**config.mk**
```make
export PLATFORM = sky130hd
export DESIGN_NAME = vphy_status_id_regs
export DESIGN_NICKNAME = d
export VERILOG_FILES = /design/src/common/vphy_pkg.sv /design/src/design/vphy_status_id_regs.sv
export VERILOG_INCLUDE_DIRS = /design/src /design/src/common
export SDC_FILE = /design/constraint.sdc
export NUM_CORES = 1
export LEC_CHECK = 0
export BUFFER_PORTS_ARGS = -buffer_cell sky130_fd_sc_hd__buf_4
export CAP_MARGIN = 10
export CORE_MARGIN = 2
export CORE_UTILIZATION = 23
export DETAILED_ROUTE_END_ITERATION = 16
export PLACE_DENSITY_LB_ADDON = 0.12
export SETUP_SLACK_MARGIN = 0.1
export SYNTH_ARGS = -nofsm -noshare
export SYNTH_HDL_FRONTEND = slang
export SYNTH_SLANG_ARGS = --single-unit
```
**constraint.sdc**
```tcl
create_clock -name mclk -period 5.35 [get_ports mclk]
set_input_delay 0.535 -clock mclk [delete_from_list [all_inputs] [get_ports mclk]]
set_output_delay 0.535 -clock mclk [all_outputs]
set_load 0.005 [all_outputs]
```
**src/common/vphy_map.svh**
```systemverilog
// offsets, field positions, reset values and timing for the emulated phy registers
`ifndef VPHY_MAP_SVH
`define VPHY_MAP_SVH

// bus byte offsets
`define PORT1_VPHY_BASIC_STATE 9'h0c4
`define PORT1_VPHY_IDENT_HIGH  9'h0c8
`define PORT1_VPHY_IDENT_LOW   9'h0cc
`define PORT0_VPHY_BASIC_STATE 9'h1c4
`define PORT0_VPHY_IDENT_HIGH  9'h1c8
`define PORT0_VPHY_IDENT_LOW   9'h1cc

// management register indices
`define MGMT_IDX_BASIC_STATE 5'h01
`define MGMT_IDX_IDENT_HIGH  5'h02
`define MGMT_IDX_IDENT_LOW   5'h03

// basic state bit positions
`define ST_T4         15
`define ST_100X_FD    14
`define ST_100X_HD    13
`define ST_10T_FD     12
`define ST_10T_HD     11
`define ST_T2_FD      10
`define ST_T2_HD      9
`define ST_EXT_STATUS 8
`define ST_PRE_SUPP   6
`define ST_AN_DONE    5
`define ST_REM_FAULT  4
`define ST_AN_ABLE    3
`define ST_LINK_UP    2
`define ST_JABBER     1
`define ST_EXT_CAP    0

// ident low field positions
`define IDL_ORG_MSB   15
`define IDL_ORG_LSB   10
`define IDL_MODEL_MSB 9
`define IDL_MODEL_LSB 4
`define IDL_REV_MSB   3
`define IDL_REV_LSB   0

// reset values and padding
`define IDENT_HIGH_RST 16'h0000
`define IDENT_LOW_RST  16'h0000
`define PAD_ZERO       16'h0000
`define DATA16_ZERO    16'h0000
`define CNT_ZERO       8'h00
`define CNT_ONE        8'h01

// emulated negotiation settle time
`define AN_SETTLE_NS   1000
`define MCLK_PERIOD_NS 20
`define AN_SETTLE_CYCLES ((`AN_SETTLE_NS + `MCLK_PERIOD_NS - 1) / `MCLK_PERIOD_NS)

`endif

```
**src/common/vphy_pkg.sv**
```systemverilog
// types for the emulated phy status and identification registers
package vphy_pkg;

    typedef enum logic [1:0] {
        AN_RUN  = 2'b00,
        AN_DONE = 2'b01
    } an_state_t;

    typedef struct packed {
        logic        rd;
        logic        wr;
        logic [8:0]  addr;
        logic [31:0] wdata;
    } bus_req_t;

    typedef struct packed {
        logic        ack;
        logic [31:0] rdata;
    } bus_rsp_t;

    typedef struct packed {
        logic        rd;
        logic        wr;
        logic        port;
        logic [4:0]  idx;
        logic [15:0] wdata;
    } mgmt_req_t;

    typedef struct packed {
        logic        ack;
        logic        hit;
        logic [15:0] rdata;
    } mgmt_rsp_t;

    typedef struct packed {
        logic       hit;
        logic       port;
        logic [4:0] idx;
    } reg_sel_t;

    typedef struct packed {
        an_state_t        an_state;
        logic [7:0]       an_cnt;
        logic [1:0][15:0] id_high;
        logic [1:0][15:0] id_low;
        bus_rsp_t         bus_rsp;
        mgmt_rsp_t        mgmt_rsp;
    } vphy_state_t;

endpackage

```
**src/design/vphy_status_id_regs.sv**
```systemverilog
// emulated phy basic state and identification registers for ports 0 and 1
`timescale 1ns/1ps
`default_nettype none
`include "vphy_map.svh"

// Overview of operation
// - state bits 14 and 13 read 1: 100 Mb/s X full and half duplex able.
// - state bits 12 and 11 read 1: 10 Mb/s twisted pair full and half able.
// - state bits 15, 10 and 9 always read 0.
// - state bit 8 reads 0: no extended status, no gigabit.
// - state bit 6 reads 0: preamble-less management frames not accepted.
// - negotiation-complete bit 5 clears on reset, sets shortly after.
// - remote fault 0, link up 1, jabber 0, always.
// - state bit 3 reads 1: negotiation able.
// - state bit 0 reads 1; only management registers 1 to 3 exist.
// - bus bits 31 to 16 read-only zero padding; management view 16 bits.
// - basic state at 1c4 (port 0), 0c4 (port 1), management index 1.
// - ident high at 1c8/0c8, index 2, 16-bit read/write, resets to zero.
// - ident low at 1cc/0cc, index 3: org bits, model, revision fields.
// - all ident fields reset to zero; zero is a legal value.
module vphy_status_id_regs
    import vphy_pkg::*;
(
    // clock and reset
    input  wire logic      mclk,
    input  wire logic      rst,
    // register bus
    input  wire bus_req_t  bus_req,
    output var  bus_rsp_t  bus_rsp,
    // management register port
    input  wire mgmt_req_t mgmt_req,
    output var  mgmt_rsp_t mgmt_rsp,
    // negotiation status
    output logic           an_complete
);

    localparam logic [7:0] AN_LAST = 8'(`AN_SETTLE_CYCLES - 1);

    vphy_state_t r_reg;
    vphy_state_t r_next;
    logic [15:0] state_word;
    reg_sel_t    bus_sel;
    reg_sel_t    mgmt_sel;
    logic [15:0] bus_rd16;
    logic [15:0] mgmt_rd16;

    // fixed and emulated basic state bits
    function automatic logic [15:0] basic_state(input logic an_done);
        logic [15:0] s;
        s = `DATA16_ZERO;
        s[`ST_T4]         = 1'b0;
        s[`ST_100X_FD]    = 1'b1;
        s[`ST_100X_HD]    = 1'b1;
        s[`ST_10T_FD]     = 1'b1;
        s[`ST_10T_HD]     = 1'b1;
        s[`ST_T2_FD]      = 1'b0;
        s[`ST_T2_HD]      = 1'b0;
        s[`ST_EXT_STATUS] = 1'b0;
        s[`ST_PRE_SUPP]   = 1'b0;
        s[`ST_AN_DONE]    = an_done;
        s[`ST_REM_FAULT]  = 1'b0;
        s[`ST_AN_ABLE]    = 1'b1;
        s[`ST_LINK_UP]    = 1'b1;
        s[`ST_JABBER]     = 1'b0;
        s[`ST_EXT_CAP]    = 1'b1;
        return s;
    endfunction

    // bus offset to port and index
    function automatic reg_sel_t decode_bus(input logic [8:0] a);
        reg_sel_t d;
        d = '0;
        unique case (a)
            `PORT0_VPHY_BASIC_STATE: d = '{1'b1, 1'b0, `MGMT_IDX_BASIC_STATE};
            `PORT1_VPHY_BASIC_STATE: d = '{1'b1, 1'b1, `MGMT_IDX_BASIC_STATE};
            `PORT0_VPHY_IDENT_HIGH:  d = '{1'b1, 1'b0, `MGMT_IDX_IDENT_HIGH};
            `PORT1_VPHY_IDENT_HIGH:  d = '{1'b1, 1'b1, `MGMT_IDX_IDENT_HIGH};
            `PORT0_VPHY_IDENT_LOW:   d = '{1'b1, 1'b0, `MGMT_IDX_IDENT_LOW};
            `PORT1_VPHY_IDENT_LOW:   d = '{1'b1, 1'b1, `MGMT_IDX_IDENT_LOW};
            default:                 d = '0;
        endcase
        return d;
    endfunction

    // shared read mux for both views
    function automatic logic [15:0] read_reg(
        input reg_sel_t         s,
        input logic [15:0]      st,
        input logic [1:0][15:0] hi,
        input logic [1:0][15:0] lo
    );
        logic [15:0] v;
        v = `DATA16_ZERO;
        if (s.hit) begin
            unique case (s.idx)
                `MGMT_IDX_BASIC_STATE: v = st;
                `MGMT_IDX_IDENT_HIGH:  v = hi[s.port];
                `MGMT_IDX_IDENT_LOW:   v = lo[s.port];
                default:               v = `DATA16_ZERO;
            endcase
        end
        return v;
    endfunction

    always_comb begin
        state_word = basic_state(r_reg.an_state == AN_DONE);
        bus_sel    = decode_bus(bus_req.addr);
        // management registers 1 to 3 live here
        mgmt_sel.hit  = (mgmt_req.idx == `MGMT_IDX_BASIC_STATE) ||
                        (mgmt_req.idx == `MGMT_IDX_IDENT_HIGH) ||
                        (mgmt_req.idx == `MGMT_IDX_IDENT_LOW);
        mgmt_sel.port = mgmt_req.port;
        mgmt_sel.idx  = mgmt_req.idx;
        bus_rd16  = read_reg(bus_sel, state_word, r_reg.id_high, r_reg.id_low);
        mgmt_rd16 = read_reg(mgmt_sel, state_word, r_reg.id_high, r_reg.id_low);
    end

    always_comb begin
        r_next = r_reg;
        r_next.bus_rsp.ack  = 1'b0;
        r_next.mgmt_rsp.ack = 1'b0;

        // emulated negotiation settles after reset
        unique case (r_reg.an_state)
            AN_RUN: begin
                if (r_reg.an_cnt == AN_LAST) begin
                    r_next.an_state = AN_DONE;
                end else begin
                    r_next.an_cnt = r_reg.an_cnt + `CNT_ONE;
                end
            end
            AN_DONE: begin
                r_next.an_state = AN_DONE;
            end
        endcase

        // read answers, one cycle after the strobe
        if (bus_req.rd) begin
            r_next.bus_rsp.ack   = 1'b1;
            r_next.bus_rsp.rdata = {`PAD_ZERO, bus_rd16};
        end
        if (mgmt_req.rd) begin
            r_next.mgmt_rsp.ack   = 1'b1;
            r_next.mgmt_rsp.hit   = mgmt_sel.hit;
            r_next.mgmt_rsp.rdata = mgmt_rd16;
        end

        // management writes, 16-bit view
        if (mgmt_req.wr && mgmt_sel.hit) begin
            unique case (mgmt_sel.idx)
                `MGMT_IDX_IDENT_HIGH: r_next.id_high[mgmt_sel.port] = mgmt_req.wdata;
                `MGMT_IDX_IDENT_LOW:  r_next.id_low[mgmt_sel.port]  = mgmt_req.wdata;
                default:              r_next.id_low = r_next.id_low;
            endcase
        end

        // bus writes, upper half dropped; bus wins a same-cycle clash
        if (bus_req.wr && bus_sel.hit) begin
            unique case (bus_sel.idx)
                `MGMT_IDX_IDENT_HIGH: r_next.id_high[bus_sel.port] = bus_req.wdata[15:0];
                `MGMT_IDX_IDENT_LOW: begin
                    r_next.id_low[bus_sel.port][`IDL_ORG_MSB:`IDL_ORG_LSB] =
                        bus_req.wdata[`IDL_ORG_MSB:`IDL_ORG_LSB];
                    r_next.id_low[bus_sel.port][`IDL_MODEL_MSB:`IDL_MODEL_LSB] =
                        bus_req.wdata[`IDL_MODEL_MSB:`IDL_MODEL_LSB];
                    r_next.id_low[bus_sel.port][`IDL_REV_MSB:`IDL_REV_LSB] =
                        bus_req.wdata[`IDL_REV_MSB:`IDL_REV_LSB];
                end
                default: r_next.id_low = r_next.id_low;
            endcase
        end
    end

    always_ff @(posedge mclk or posedge rst) begin
        if (rst) begin
            r_reg.an_state <= AN_RUN;
            r_reg.an_cnt   <= `CNT_ZERO;
            r_reg.id_high  <= {2{`IDENT_HIGH_RST}};
            r_reg.id_low   <= {2{`IDENT_LOW_RST}};
            r_reg.bus_rsp  <= '0;
            r_reg.mgmt_rsp <= '0;
        end else begin
            r_reg <= r_next;
        end
    end

    assign bus_rsp     = r_reg.bus_rsp;
    assign mgmt_rsp    = r_reg.mgmt_rsp;
    assign an_complete = (r_reg.an_state == AN_DONE);

    // checks
    logic st_rd;
    logic id_rd_hi;
    assign st_rd = bus_req.rd && (bus_req.addr == `PORT0_VPHY_BASIC_STATE ||
                                  bus_req.addr == `PORT1_VPHY_BASIC_STATE);
    assign id_rd_hi = bus_req.rd && bus_req.addr == `PORT0_VPHY_IDENT_HIGH;

    a_caps_100x: assert property (@(posedge mclk) disable iff (rst)
        st_rd |=> bus_rsp.ack && bus_rsp.rdata[14:13] == 2'b11)
        else $error("100x capability bits not set");

    a_caps_10t: assert property (@(posedge mclk) disable iff (rst)
        st_rd |=> bus_rsp.rdata[12:11] == 2'b11)
        else $error("10t capability bits not set");

    a_no_t4_t2: assert property (@(posedge mclk) disable iff (rst)
        st_rd |=> !bus_rsp.rdata[15] && bus_rsp.rdata[10:9] == 2'b00)
        else $error("t4 or t2 capability reported");

    a_no_ext_stat: assert property (@(posedge mclk) disable iff (rst)
        st_rd |=> !bus_rsp.rdata[8])
        else $error("extended status reported");

    a_no_pre_supp: assert property (@(posedge mclk) disable iff (rst)
        (mgmt_req.rd && mgmt_req.idx == `MGMT_IDX_BASIC_STATE)
            |=> mgmt_rsp.hit && !mgmt_rsp.rdata[6])
        else $error("preamble suppression reported");

    a_an_settle: assert property (@(posedge mclk) disable iff (rst)
        $rose(an_complete) |-> $past(r_reg.an_cnt) == AN_LAST)
        else $error("negotiation completed at wrong time");

    a_an_tracks: assert property (@(posedge mclk) disable iff (rst)
        st_rd |=> bus_rsp.rdata[5] == $past(an_complete))
        else $error("negotiation bit does not track state");

    a_link_fixed: assert property (@(posedge mclk) disable iff (rst)
        st_rd |=> bus_rsp.rdata[4] == 1'b0 && bus_rsp.rdata[2] && !bus_rsp.rdata[1])
        else $error("link, fault or jabber bit wrong");

    a_an_able: assert property (@(posedge mclk) disable iff (rst)
        st_rd |=> bus_rsp.rdata[3] && bus_rsp.rdata[0])
        else $error("negotiation or extended capability bit clear");

    a_pad_zero: assert property (@(posedge mclk) disable iff (rst)
        bus_rsp.ack |-> bus_rsp.rdata[31:16] == `PAD_ZERO)
        else $error("padding bits not zero");

    a_mgmt_range: assert property (@(posedge mclk) disable iff (rst)
        (mgmt_req.rd && mgmt_req.idx > `MGMT_IDX_IDENT_LOW)
            |=> !mgmt_rsp.hit && mgmt_rsp.rdata == `DATA16_ZERO)
        else $error("unimplemented index answered");

    a_state_ro: assert property (@(posedge mclk) disable iff (rst)
        (bus_req.wr && bus_req.addr == `PORT0_VPHY_BASIC_STATE && !mgmt_req.wr)
            |=> $stable(r_reg.id_high) && $stable(r_reg.id_low))
        else $error("state write changed storage");

    a_shared_view: assert property (@(posedge mclk) disable iff (rst)
        (mgmt_req.wr && !mgmt_req.port && mgmt_req.idx == `MGMT_IDX_IDENT_HIGH
            && !bus_req.wr) ##2 id_rd_hi
            |=> bus_rsp.rdata[15:0] == $past(mgmt_req.wdata, 3))
        else $error("management write not seen on bus");

endmodule
`default_nettype wire

```
==> results of run 1 <==
worst register-to-register path: stages, from the launching register on:
cell	delay (ns)
dfrtp_1	0.46
ha_1	0.23
and3_1	0.17
a21oi_1	0.35
nand2_1	0.12
xnor2_1	0.13
layer usage:
| layer | track usage | wire [microns] | part of all wire | vias up |
|---|---|---|---|---|
| met5 | 0 | 0 | 0 | - |
| met4 | 0.0491 | 335 | 0.017 | 0 |
| met3 | 0.0203 | 849 | 0.044 | 21 |
| met2 | 0.238 | 9420 | 0.49 | 121 |
| met1 | 0.183 | 8570 | 0.45 | 2312 |
| li1 | - | - | - | 2137 |
cells in the final DEF (no fill, tap or decap), types with 2 or more instances in the layout:
master,synthesis,routed
nor3_4,2,2
nor4b_4,1,2
o22ai_1,9,9
or4_1,2,2
nand3_1,4,4
a32oi_1,2,2
clkinv_2,0,2
nand4_1,3,3
a221oi_1,2,2
mux2_2,2,2
conb_1,1,16
a22oi_1,2,2
o21ai_0,46,46
dfrtp_1,108,108
ha_1,2,2
o221ai_1,8,8
mux4_2,16,16
inv_1,26,25
a22o_1,8,8
o2bb2ai_1,6,6
buf_4,52,97
xnor2_1,3,3
nor2b_1,2,2
nor4_4,2,4
nor3_1,2,2
a21oi_1,27,27
nor2_1,16,16
nand2b_1,9,9
o21ai_1,27,27
nand2_1,86,86
clkinv_4,0,2
clkbuf_16,0,9
o211ai_1,6,6
mux2i_1,73,73
xor2_1,4,4
cell families (layout without fill, tap and decap cells):
logic type,Yosys count,count (layout),synth area share
AOI/OAI and AO/OA,144,144,0.139
and+or+nand+nor,137,137,0.114
buffers and inverters,113,140,0.108
DFF,108,108,0.442
muxes,91,91,0.182
xor gates and xnor gates,7,7,0.0100
adders and majority gates,2,2,0.00409
other,1,16,0.000613
layout make-up:
cell class / instances / area (sq um)
Fill cell: 2725 / 19000
Multi-Input combinational cell: 397 / 2840
Sequential cell: 108 / 2700
Timing Repair Buffer: 97 / 728
Tap cell: 335 / 419
Clock buffer: 9 / 225
Inverter: 27 / 104
Clock inverter: 7 / 76.3
power groups by stage:
stage	Sequential [mW]	Combinational (mW)	Clock, mW
3_3_place_gp	0.970	0.283	0
5_1_grt	0.971	0.319	0.760
6_report	0.961	0.284	0.702
4_1_cts	0.960	0.289	0.728
3_5_place_dp	0.976	0.289	0
2_1_floorplan	0.949	0.202	0
worst max path at each step:
| stage | depth (start not counted) | slack [ns] | endpoint |
|---|---|---|---|
| 6_report | 5 | 2.75 | r_reg[52] |
| 5_1_grt | 6 | 2.58 | r_reg[51] |
| 4_1_cts | 5 | 2.68 | r_reg[52] |
| 3_5_place_dp | 5 | 2.32 | r_reg[52] |
| 3_3_place_gp | 5 | 2.33 | r_reg[51] |
| 2_1_floorplan | 1 | 1.97 | bus_rsp[0] |
stage by stage:
step                utilization  instances  setup WS, ns  area, sq um
finish                    0.272        980          2.75         7090
global route              0.272        980          2.58         7090
CTS                       0.272        980          2.68         7090
detailed placement        0.261        964          2.32         6790
global placement          0.261        964          2.33         6790
floorplan                     -        618          1.97         6170
==> results_dict.tcl, run 1 <==
set metrics [dict create \
    status "completed" \
    grt-ovfl-total 0 \
    htreeDepth 3 \
    reg2reg_depth 5 \
    drc_errors 0 \
    min_period_ns 2.60 \
    cts_sinks 108 \
    wl_per_cell_microns 19.6 \
    synth_commonest_cells "108 x dfrtp_1, 86 x nand2_1, 73 x mux2i_1" \
    clockBufferDepth 2 \
    critical_path.top_delay_family "simple AND/OR/NAND/NOR gates" \
    finalCritPeriodShare 0.486 \
    fin_worst_skew_ns 0.00719 \
    pin_count 121 \
    slew_viol_final 0 \
    syn_area_per_cell_sq_um 10.1 \
    maxCapViolations 0 \
    synth_cell_type_count 46 \
    cp_slowest_cell "nor4_4" \
    async_flop_share 1.00 \
    synth_edf_count 0 \
    wl_mm 19.2 \
    yosys_warnings 0 \
    startpoint_type "input port" \
    vias_per_cell 4.68 \
    synth_top_area_frac 0.442 \
    syn_inst 603 \
    setup-violations-final 0 \
    hp-class "input port to asynchronous set/reset pin" \
    num_rows 59 \
    grt_pass1_wl_mm 29.7 \
    grt_max_degree 56 \
    seq_area_frac_synth 0.442 \
    worstPathArrival_ns 2.84 \
    report.final.hold_viol_count 0 \
    routabilityCongestion 0.761 \
    area_growth_pct 15.9 \
    netSwitchingPower_mw 0.552 \
    fin_tns_setup_ns 0 \
    nets 711 \
    vias 4591 \
    syn_area_sq_um 6120 \
    hold_buffers 0 \
    synthFlopType "dfrtp_1" \
    worst_path_most_repeated_cell "buf_4" \
    intPower_mw 1.39 \
    clockPowerShare 0.360 \
    clock_latency_ns 0.36 \
    p_seq_frac 0.494 \
    max_slew.worst_pin.slew_ns 1.07 \
    synth_top_area_cell "dfrtp_1" \
    cts_made_buffers 9 \
    io_buffers 88 \
    grt_pass1_vias 4813 \
    initial_core_util 0.235 \
    antenna_found_initial 0 \
    max_slew_margin 0.282 \
    yosys-top-cells-area "dfrtp_1 44%, mux2i_1 12%, buf_4 6.4%" \
    cpPeakStageDelay_ns 0.90 \
    critPathRequiredTime_ns 5.59 \
    r2r_end "r_reg[117]" \
    largest_register_ffs 73 \
    die_w_microns 167 \
    path_max_fanout 18 \
    tritoncts "done" \
    die_h_microns 167 \
    synth_seq_cells 108 \
    r2r_slack_ns 3.78 \
    critPathBufInv 2 \
    antenna_left 0 \
    synth.most_common_cell "dfrtp_1" \
    track_usage 0.140 \
    cts_root_buffer "clkbuf_16" \
    switching_share 0.284 \
    drtIter0Drc 263 \
    rsz0062_at_grt "false" \
    cts_setup_buffers 0 \
    post-dp-hpwl_mm 12.9 \
    r2r_start "r_reg[115]" \
    max_freq_mhz 385 \
    die-area_sq_um 27900 \
    path_clk_slew_ns 0.08 \
    core-area_sq_um 26100 \
    powerDensity_nw_per_um2 274 \
    dr.pass1.iters 4 \
    power.leakage_nw 3.00 \
    diodes 0 \
    pwr-share-comb 0.146 \
    p_total_mw 1.95 \
    critPathKind "input port to register" \
    cp-end-kind "register" \
    crit_start "bus_req[32]" \
    ir_worst_vdd_v 0.000138 \
    drive_above_1_share 0.220 \
    crit_chain "buf_4, or4_1, nor4_4, buf_4, o21ai_0" \
    fin_hold_ws_ns 0.300 \
    post_cts_resized 0 \
]
No activity file was read; power rests on OpenSTA's default activity.
==> inputs of run 2 (changes only) <==
--- a/config.mk
+++ b/config.mk
@@ -6,6 +6,7 @@
 export SDC_FILE = /design/constraint.sdc
 export NUM_CORES = 1
 export LEC_CHECK = 0
+export ABC_AREA = 1
 export BUFFER_PORTS_ARGS = -buffer_cell sky130_fd_sc_hd__buf_4
 export CAP_MARGIN = 10
 export CORE_MARGIN = 2
==> constraint.sdc (replaced) <==
create_clock -name mclk -period 2.3 [get_ports mclk]
set_input_delay 0.23 -clock mclk [delete_from_list [all_inputs] [get_ports mclk]]
set_output_delay 0.23 -clock mclk [all_outputs]
set_load 0.005 [all_outputs]
==> results_dict.tcl, run 2 <==
set metrics [dict create \
    clockBufferDepth 2 \
    r2r_slack_ns 0.90 \
    grt_pass1_vias 6283 \
    syn_area_per_cell_sq_um 6.93 \
    status "completed" \
    crit_chain "buf_4, nor2_2, nand3_2, inv_2, nand3_2, nand2_1, nand2_1, inv_1, a21oi_1" \
    antenna_found_initial 0 \
    reg2reg_depth 7 \
    seq_area_frac_synth 0.388 \
    grt_max_degree 109 \
    routed-wl-met2_mm 11.6 \
    wl_met3_mm 1.08 \
    report.final.hold_viol_count 0 \
    post-dp-hpwl_mm 18.0 \
    cp-end-kind "register" \
    synth_top_area_cell "dfrtp_1" \
    path_clk_slew_ns 0.08 \
    synth_commonest_cells "346 x nand2_1, 112 x nand3_1, 108 x dfrtp_1" \
    async_flop_share 1.00 \
    final_common_cell "nand2_1" \
    clock_latency_ns 0.37 \
    tritoncts "done" \
    r2r_end "r_reg[115]" \
    synth_top_area_frac 0.388 \
    max_slew_margin 0.571 \
    hp-class "input port to asynchronous set/reset pin" \
    power.leakage_nw 4.33 \
    nets 1117 \
    cp_num_cells 9 \
    startpoint_type "input port" \
    die_h_microns 178 \
    ir_worst_vdd_v 0.000344 \
    vias 6378 \
    place_ws_ns 0.313 \
    maxUsedRoutingLayer "met4" \
    layout_common_cells "346 x nand2_1, 116 x buf_4, 112 x nand3_1, 108 x dfrtp_1, 99 x inv_1" \
    cts_root_buffer "clkbuf_16" \
    antenna_left 0 \
    post_cts_resized 0 \
    grt-ovfl-total 0 \
    rsz0062_at_grt "false" \
    die-area_sq_um 31700 \
    pin_count 121 \
    vias_per_cell 4.43 \
    path_max_fanout 16 \
    yosys_warnings 0 \
    wl_mm 26.0 \
    area_growth_pct 15.9 \
    fin_worst_skew_ns 0.00960 \
    num_rows 63 \
    largest_register_ffs 73 \
    yosys-top-cells-area "dfrtp_1 39%, nand2_1 19%, nand3_1 8.0%" \
    diodes 0 \
    setup_ws_ns 0.756 \
    drtIter0Drc 440 \
    io_buffers 88 \
    cts_made_buffers 9 \
    die_w_microns 178 \
    maxCapViolations 0 \
    worstPathArrival_ns 1.80 \
    cts_sinks 108 \
    cp_slowest_cell "nand3_2" \
    r2r_start "r_reg[116]" \
    max_slew.worst_pin.slew_ns 0.644 \
    wl_per_cell_microns 18.1 \
    setup-violations-final 0 \
    syn_area_sq_um 6970 \
    core-area_sq_um 29700 \
    fill_cells 3297 \
    critPathRequiredTime_ns 2.56 \
    wl_met1_mm 12.5 \
    hold_buffers 0 \
    synth.most_common_cell "nand2_1" \
    synth_cell_type_count 31 \
    htreeDepth 3 \
    finalCritPeriodShare 0.671 \
    initial_core_util 0.234 \
    drc_errors 0 \
    synth_edf_count 0 \
    utilization 0.272 \
    routabilityCongestion 0.826 \
    dr.pass1.iters 7 \
    min_period_ns 1.54 \
    max_freq_mhz 648 \
    drive_above_1_share 0.168 \
    critPathBufInv 3 \
    cts_setup_buffers 0 \
    critPathKind "input port to register" \
    grt_pass1_wl_mm 39.6 \
    powerDensity_nw_per_um2 545 \
    cpPeakStageDelay_ns 0.46 \
    syn_inst 1006 \
    synthFlopType "dfrtp_1" \
    slew_viol_final 0 \
    critical_path.top_delay_family "simple AND/OR/NAND/NOR gates" \
    track_usage 0.170 \
    fin_tns_setup_ns 0 \
    synth_seq_cells 108 \
]
## run 2: cell types whose count changed after synthesis, moves of 12 or more
cell     before  now
mux4_2       16    0
buf_2         9   30
nand2_1      86  346
inv_1        26  100
nand4_1       3   58
o21ai_0      46   29
nand3_2       0   12
o21ai_1      27    1
nand3_1       4  112
nor2_1       16   50
mux2i_1      73    0
## run 2: power breakdown
part	switching (mW)	leakage (nW)	total (mW)	internal (mW)
sequential	0.115	1.33	2.12	2.01
clock	0.848	0.155	1.75	0.899
combinational	0.338	2.85	0.531	0.193
total	1.30	4.33	4.40	3.10
## run 2: how the worst max path moves through the flow
stage                       startpoint  slack [ns]    endpoint
final                     mgmt_req[19]        0.76   r_reg[51]
after global routing      mgmt_req[19]        0.56   r_reg[54]
after CTS                 mgmt_req[19]        0.71   r_reg[60]
after detailed placement  mgmt_req[19]        0.31   r_reg[51]
after global placement    mgmt_req[19]        0.35   r_reg[64]
after floorplan                    rst        0.77  bus_rsp[0]
## run 2: kinds of logic after synthesis
group	share of synthesized area
other cells	0.000538
fa+ha+maj	0.00359
compound gates	0.0546
flops	0.388
simple gates	0.392
buf+inv	0.152
xor+xnor	0.00880
## run 2: cell type report
| class | count | area [sq um] | area share |
|---|---|---|---|
| repair buffers | 117 | 891 | 0.110 |
| well taps | 390 | 488 | 0.0604 |
| clock inverters | 6 | 73.8 | 0.00914 |
| clock buffers | 10 | 239 | 0.0296 |
| flip-flops and latches | 108 | 2700 | 0.335 |
| multi-input cells | 698 | 3260 | 0.404 |
| inverters | 112 | 424 | 0.0525 |
## run 2: through the flow
| stage | instances | power [mW] | hold WS (ns) | area (sq um) |
|---|---|---|---|---|
| CTS | 1441 | 4.46 | 0.0506 | 8080 |
| detailed placement | 1425 | 2.69 | 0.441 | 7760 |
| global placement | 1425 | 2.69 | 0.440 | 7760 |
| floorplan | 1021 | 2.45 | 0.261 | 7030 |
| finish | 1441 | 4.40 | 0.0466 | 8080 |
| global route | 1441 | 4.62 | 0.0515 | 8080 |
## run 2: worst min-delay path: cells and delay by family
| family | cells | cell delay [ns] |
|---|---|---|
| buf+inv | 3 | 0.67 |
## run 2: routing by layer
metal / vias to the layer above / track usage
li1: 3219 / -
met1: 2941 / 0.240
met2: 179 / 0.265
met3: 39 / 0.0177
met4: 0 / 0.0686
met5: - / 0
==> inputs of run 3 (changes only) <==
==> constraint.sdc (replaced) <==
create_clock -name mclk -period 1.6 [get_ports mclk]
set_input_delay 0.16 -clock mclk [delete_from_list [all_inputs] [get_ports mclk]]
set_output_delay 0.16 -clock mclk [all_outputs]
set_load 0.005 [all_outputs]
==> results_dict.tcl, run 3 (same netlist as run 2, synthesis figures left out) <==
set metrics [dict create \
    clock_latency_ns 0.37 \
    io_buffers 88 \
    tritoncts "done" \
    status "completed" \
    report.final.hold_viol_count 0 \
    diodes 0 \
    cts_made_buffers 9 \
    fin_hold_ws_ns 0.0342 \
    grt_max_degree 77 \
    die-area_sq_um 31700 \
    stdcell_count 1468 \
    area_growth_pct 21.5 \
    wl_mm 25.5 \
    drc_errors 0 \
    fill_cells 3289 \
    ir_worst_vdd_v 0.000469 \
    r2r_slack_ns 0.27 \
    critPathKind "input port to register" \
    grt_pass1_vias 6390 \
    rsz0062_at_grt "false" \
    postPlaceCellArea_sq_um 8130 \
    nets 1144 \
    grt-ovfl-total 0 \
    drtIter0Drc 546 \
    critPathRequiredTime_ns 1.91 \
    initial_core_util 0.234 \
    routabilityCongestion 0.791 \
    min_period_ns 1.38 \
    core-area_sq_um 29700 \
    pin_count 121 \
    die_h_microns 178 \
    vias 6444 \
    cp-end-kind "register" \
    clockBufferDepth 2 \
    cts_setup_buffers 0 \
    utilization 0.285 \
    place_ws_ns 0.0247 \
    dr.pass1.iters 5 \
    wl_per_cell_microns 17.4 \
    antenna_found_initial 0 \
    maxCapViolations 0 \
    hp-class "input port to register" \
    power.leakage_nw 4.51 \
    p_total_mw 6.39 \
    max_freq_mhz 723 \
    htreeDepth 3 \
    drive_above_1_share 0.188 \
    die_w_microns 178 \
    path_clk_slew_ns 0.09 \
    fin_tns_setup_ns 0 \
    stdcell_area_sq_um 8470 \
    powerDensity_nw_per_um2 755 \
    startpoint_type "input port" \
    largest_register_ffs 73 \
    fin_worst_skew_ns 0.0135 \
    setup-violations-final 0 \
    cts_root_buffer "clkbuf_16" \
    num_rows 63 \
    slew_viol_final 0 \
    path_max_fanout 8 \
    layout_common_cells "345 x nand2_1, 127 x buf_4, 112 x nand3_1, 108 x dfrtp_1, 99 x inv_1" \
    worstPathArrival_ns 1.70 \
    antenna_left 0 \
    setup_ws_ns 0.217 \
    dp_cells 1450 \
    final_common_cell "nand2_1" \
    grt_pass1_wl_mm 39.4 \
    cts_sinks 108 \
    vias_per_cell 4.39 \
    post-dp-hpwl_mm 18.8 \
    track_usage 0.168 \
    finalCritPeriodShare 0.864 \
]
run 3: changes by cell type in the layout (fill, tap and decap cells not counted):
cell	before	now
clkinv_8	0	1
inv_6	5	3
nand2_2	9	10
clkbuf_8	1	0
dlygate4sd3_1	0	2
buf_12	1	15
buf_4	116	127
clkinv_4	0	1
nand2_1	346	345
inv_8	0	1
run 3: critical path, stage by stage:
cell and delay, ns:
dlygate4sd3_1 0.53, buf_4 0.17, clkinv_1 0.09, nor2_1 0.21, inv_1 0.14, o21bai_1 0.20, buf_4 0.15, nand2_1 0.04
run 3: report_power, final:
group	switching, mW	leakage (nW)	total (mW)	internal, mW
logic	0.488	3.03	0.791	0.304
clock network	1.27	0.156	2.54	1.27
registers	0.178	1.33	3.06	2.88
total	1.94	4.51	6.39	4.45
run 3: repair_timing:
item / in CTS / in global routing
hold buffers: 2 / 0
resized for setup: 0 / 1
endpoints found under the setup margin: 0 / 4
hold endpoints to repair: 109 / 0
run 3: layout make-up:
type	count	area (sq um)	share of cell area
clock buffer	9	225	0.0266
clock inverter	7	92.6	0.0109
inverter	112	424	0.0501
multi-input combinational	698	3260	0.385
sequential	108	2700	0.319
tap	390	488	0.0576
timing repair buffer	144	1270	0.150
run 3: worst paths after layout:
| path | startpoint | endpoint | cells after the start |
|---|---|---|---|
| worst max-delay path | bus_req[42] | bus_rsp[3] | 8 |
| worst min-delay path | mgmt_req[23] | mgmt_rsp[17] | 1 |
| worst max register to register | r_reg[116] | r_reg[116] | 7 |
| worst min register to register | mgmt_rsp[13] | mgmt_rsp[13] | 2 |
| max in group asynchronous | rst | r_reg[74] | 4 |
| min in group asynchronous | rst | mgmt_rsp[5] | 4 |
run 3: per-layer routing:
| metal | part of all wire | track usage | up-vias |
|---|---|---|---|
| met5 | 0 | 0 | - |
| met4 | 0.021 | 0.0495 | 0 |
| met3 | 0.049 | 0.0260 | 19 |
| met2 | 0.45 | 0.264 | 168 |
| met1 | 0.48 | 0.237 | 2988 |
| li1 | - | - | 3269 |
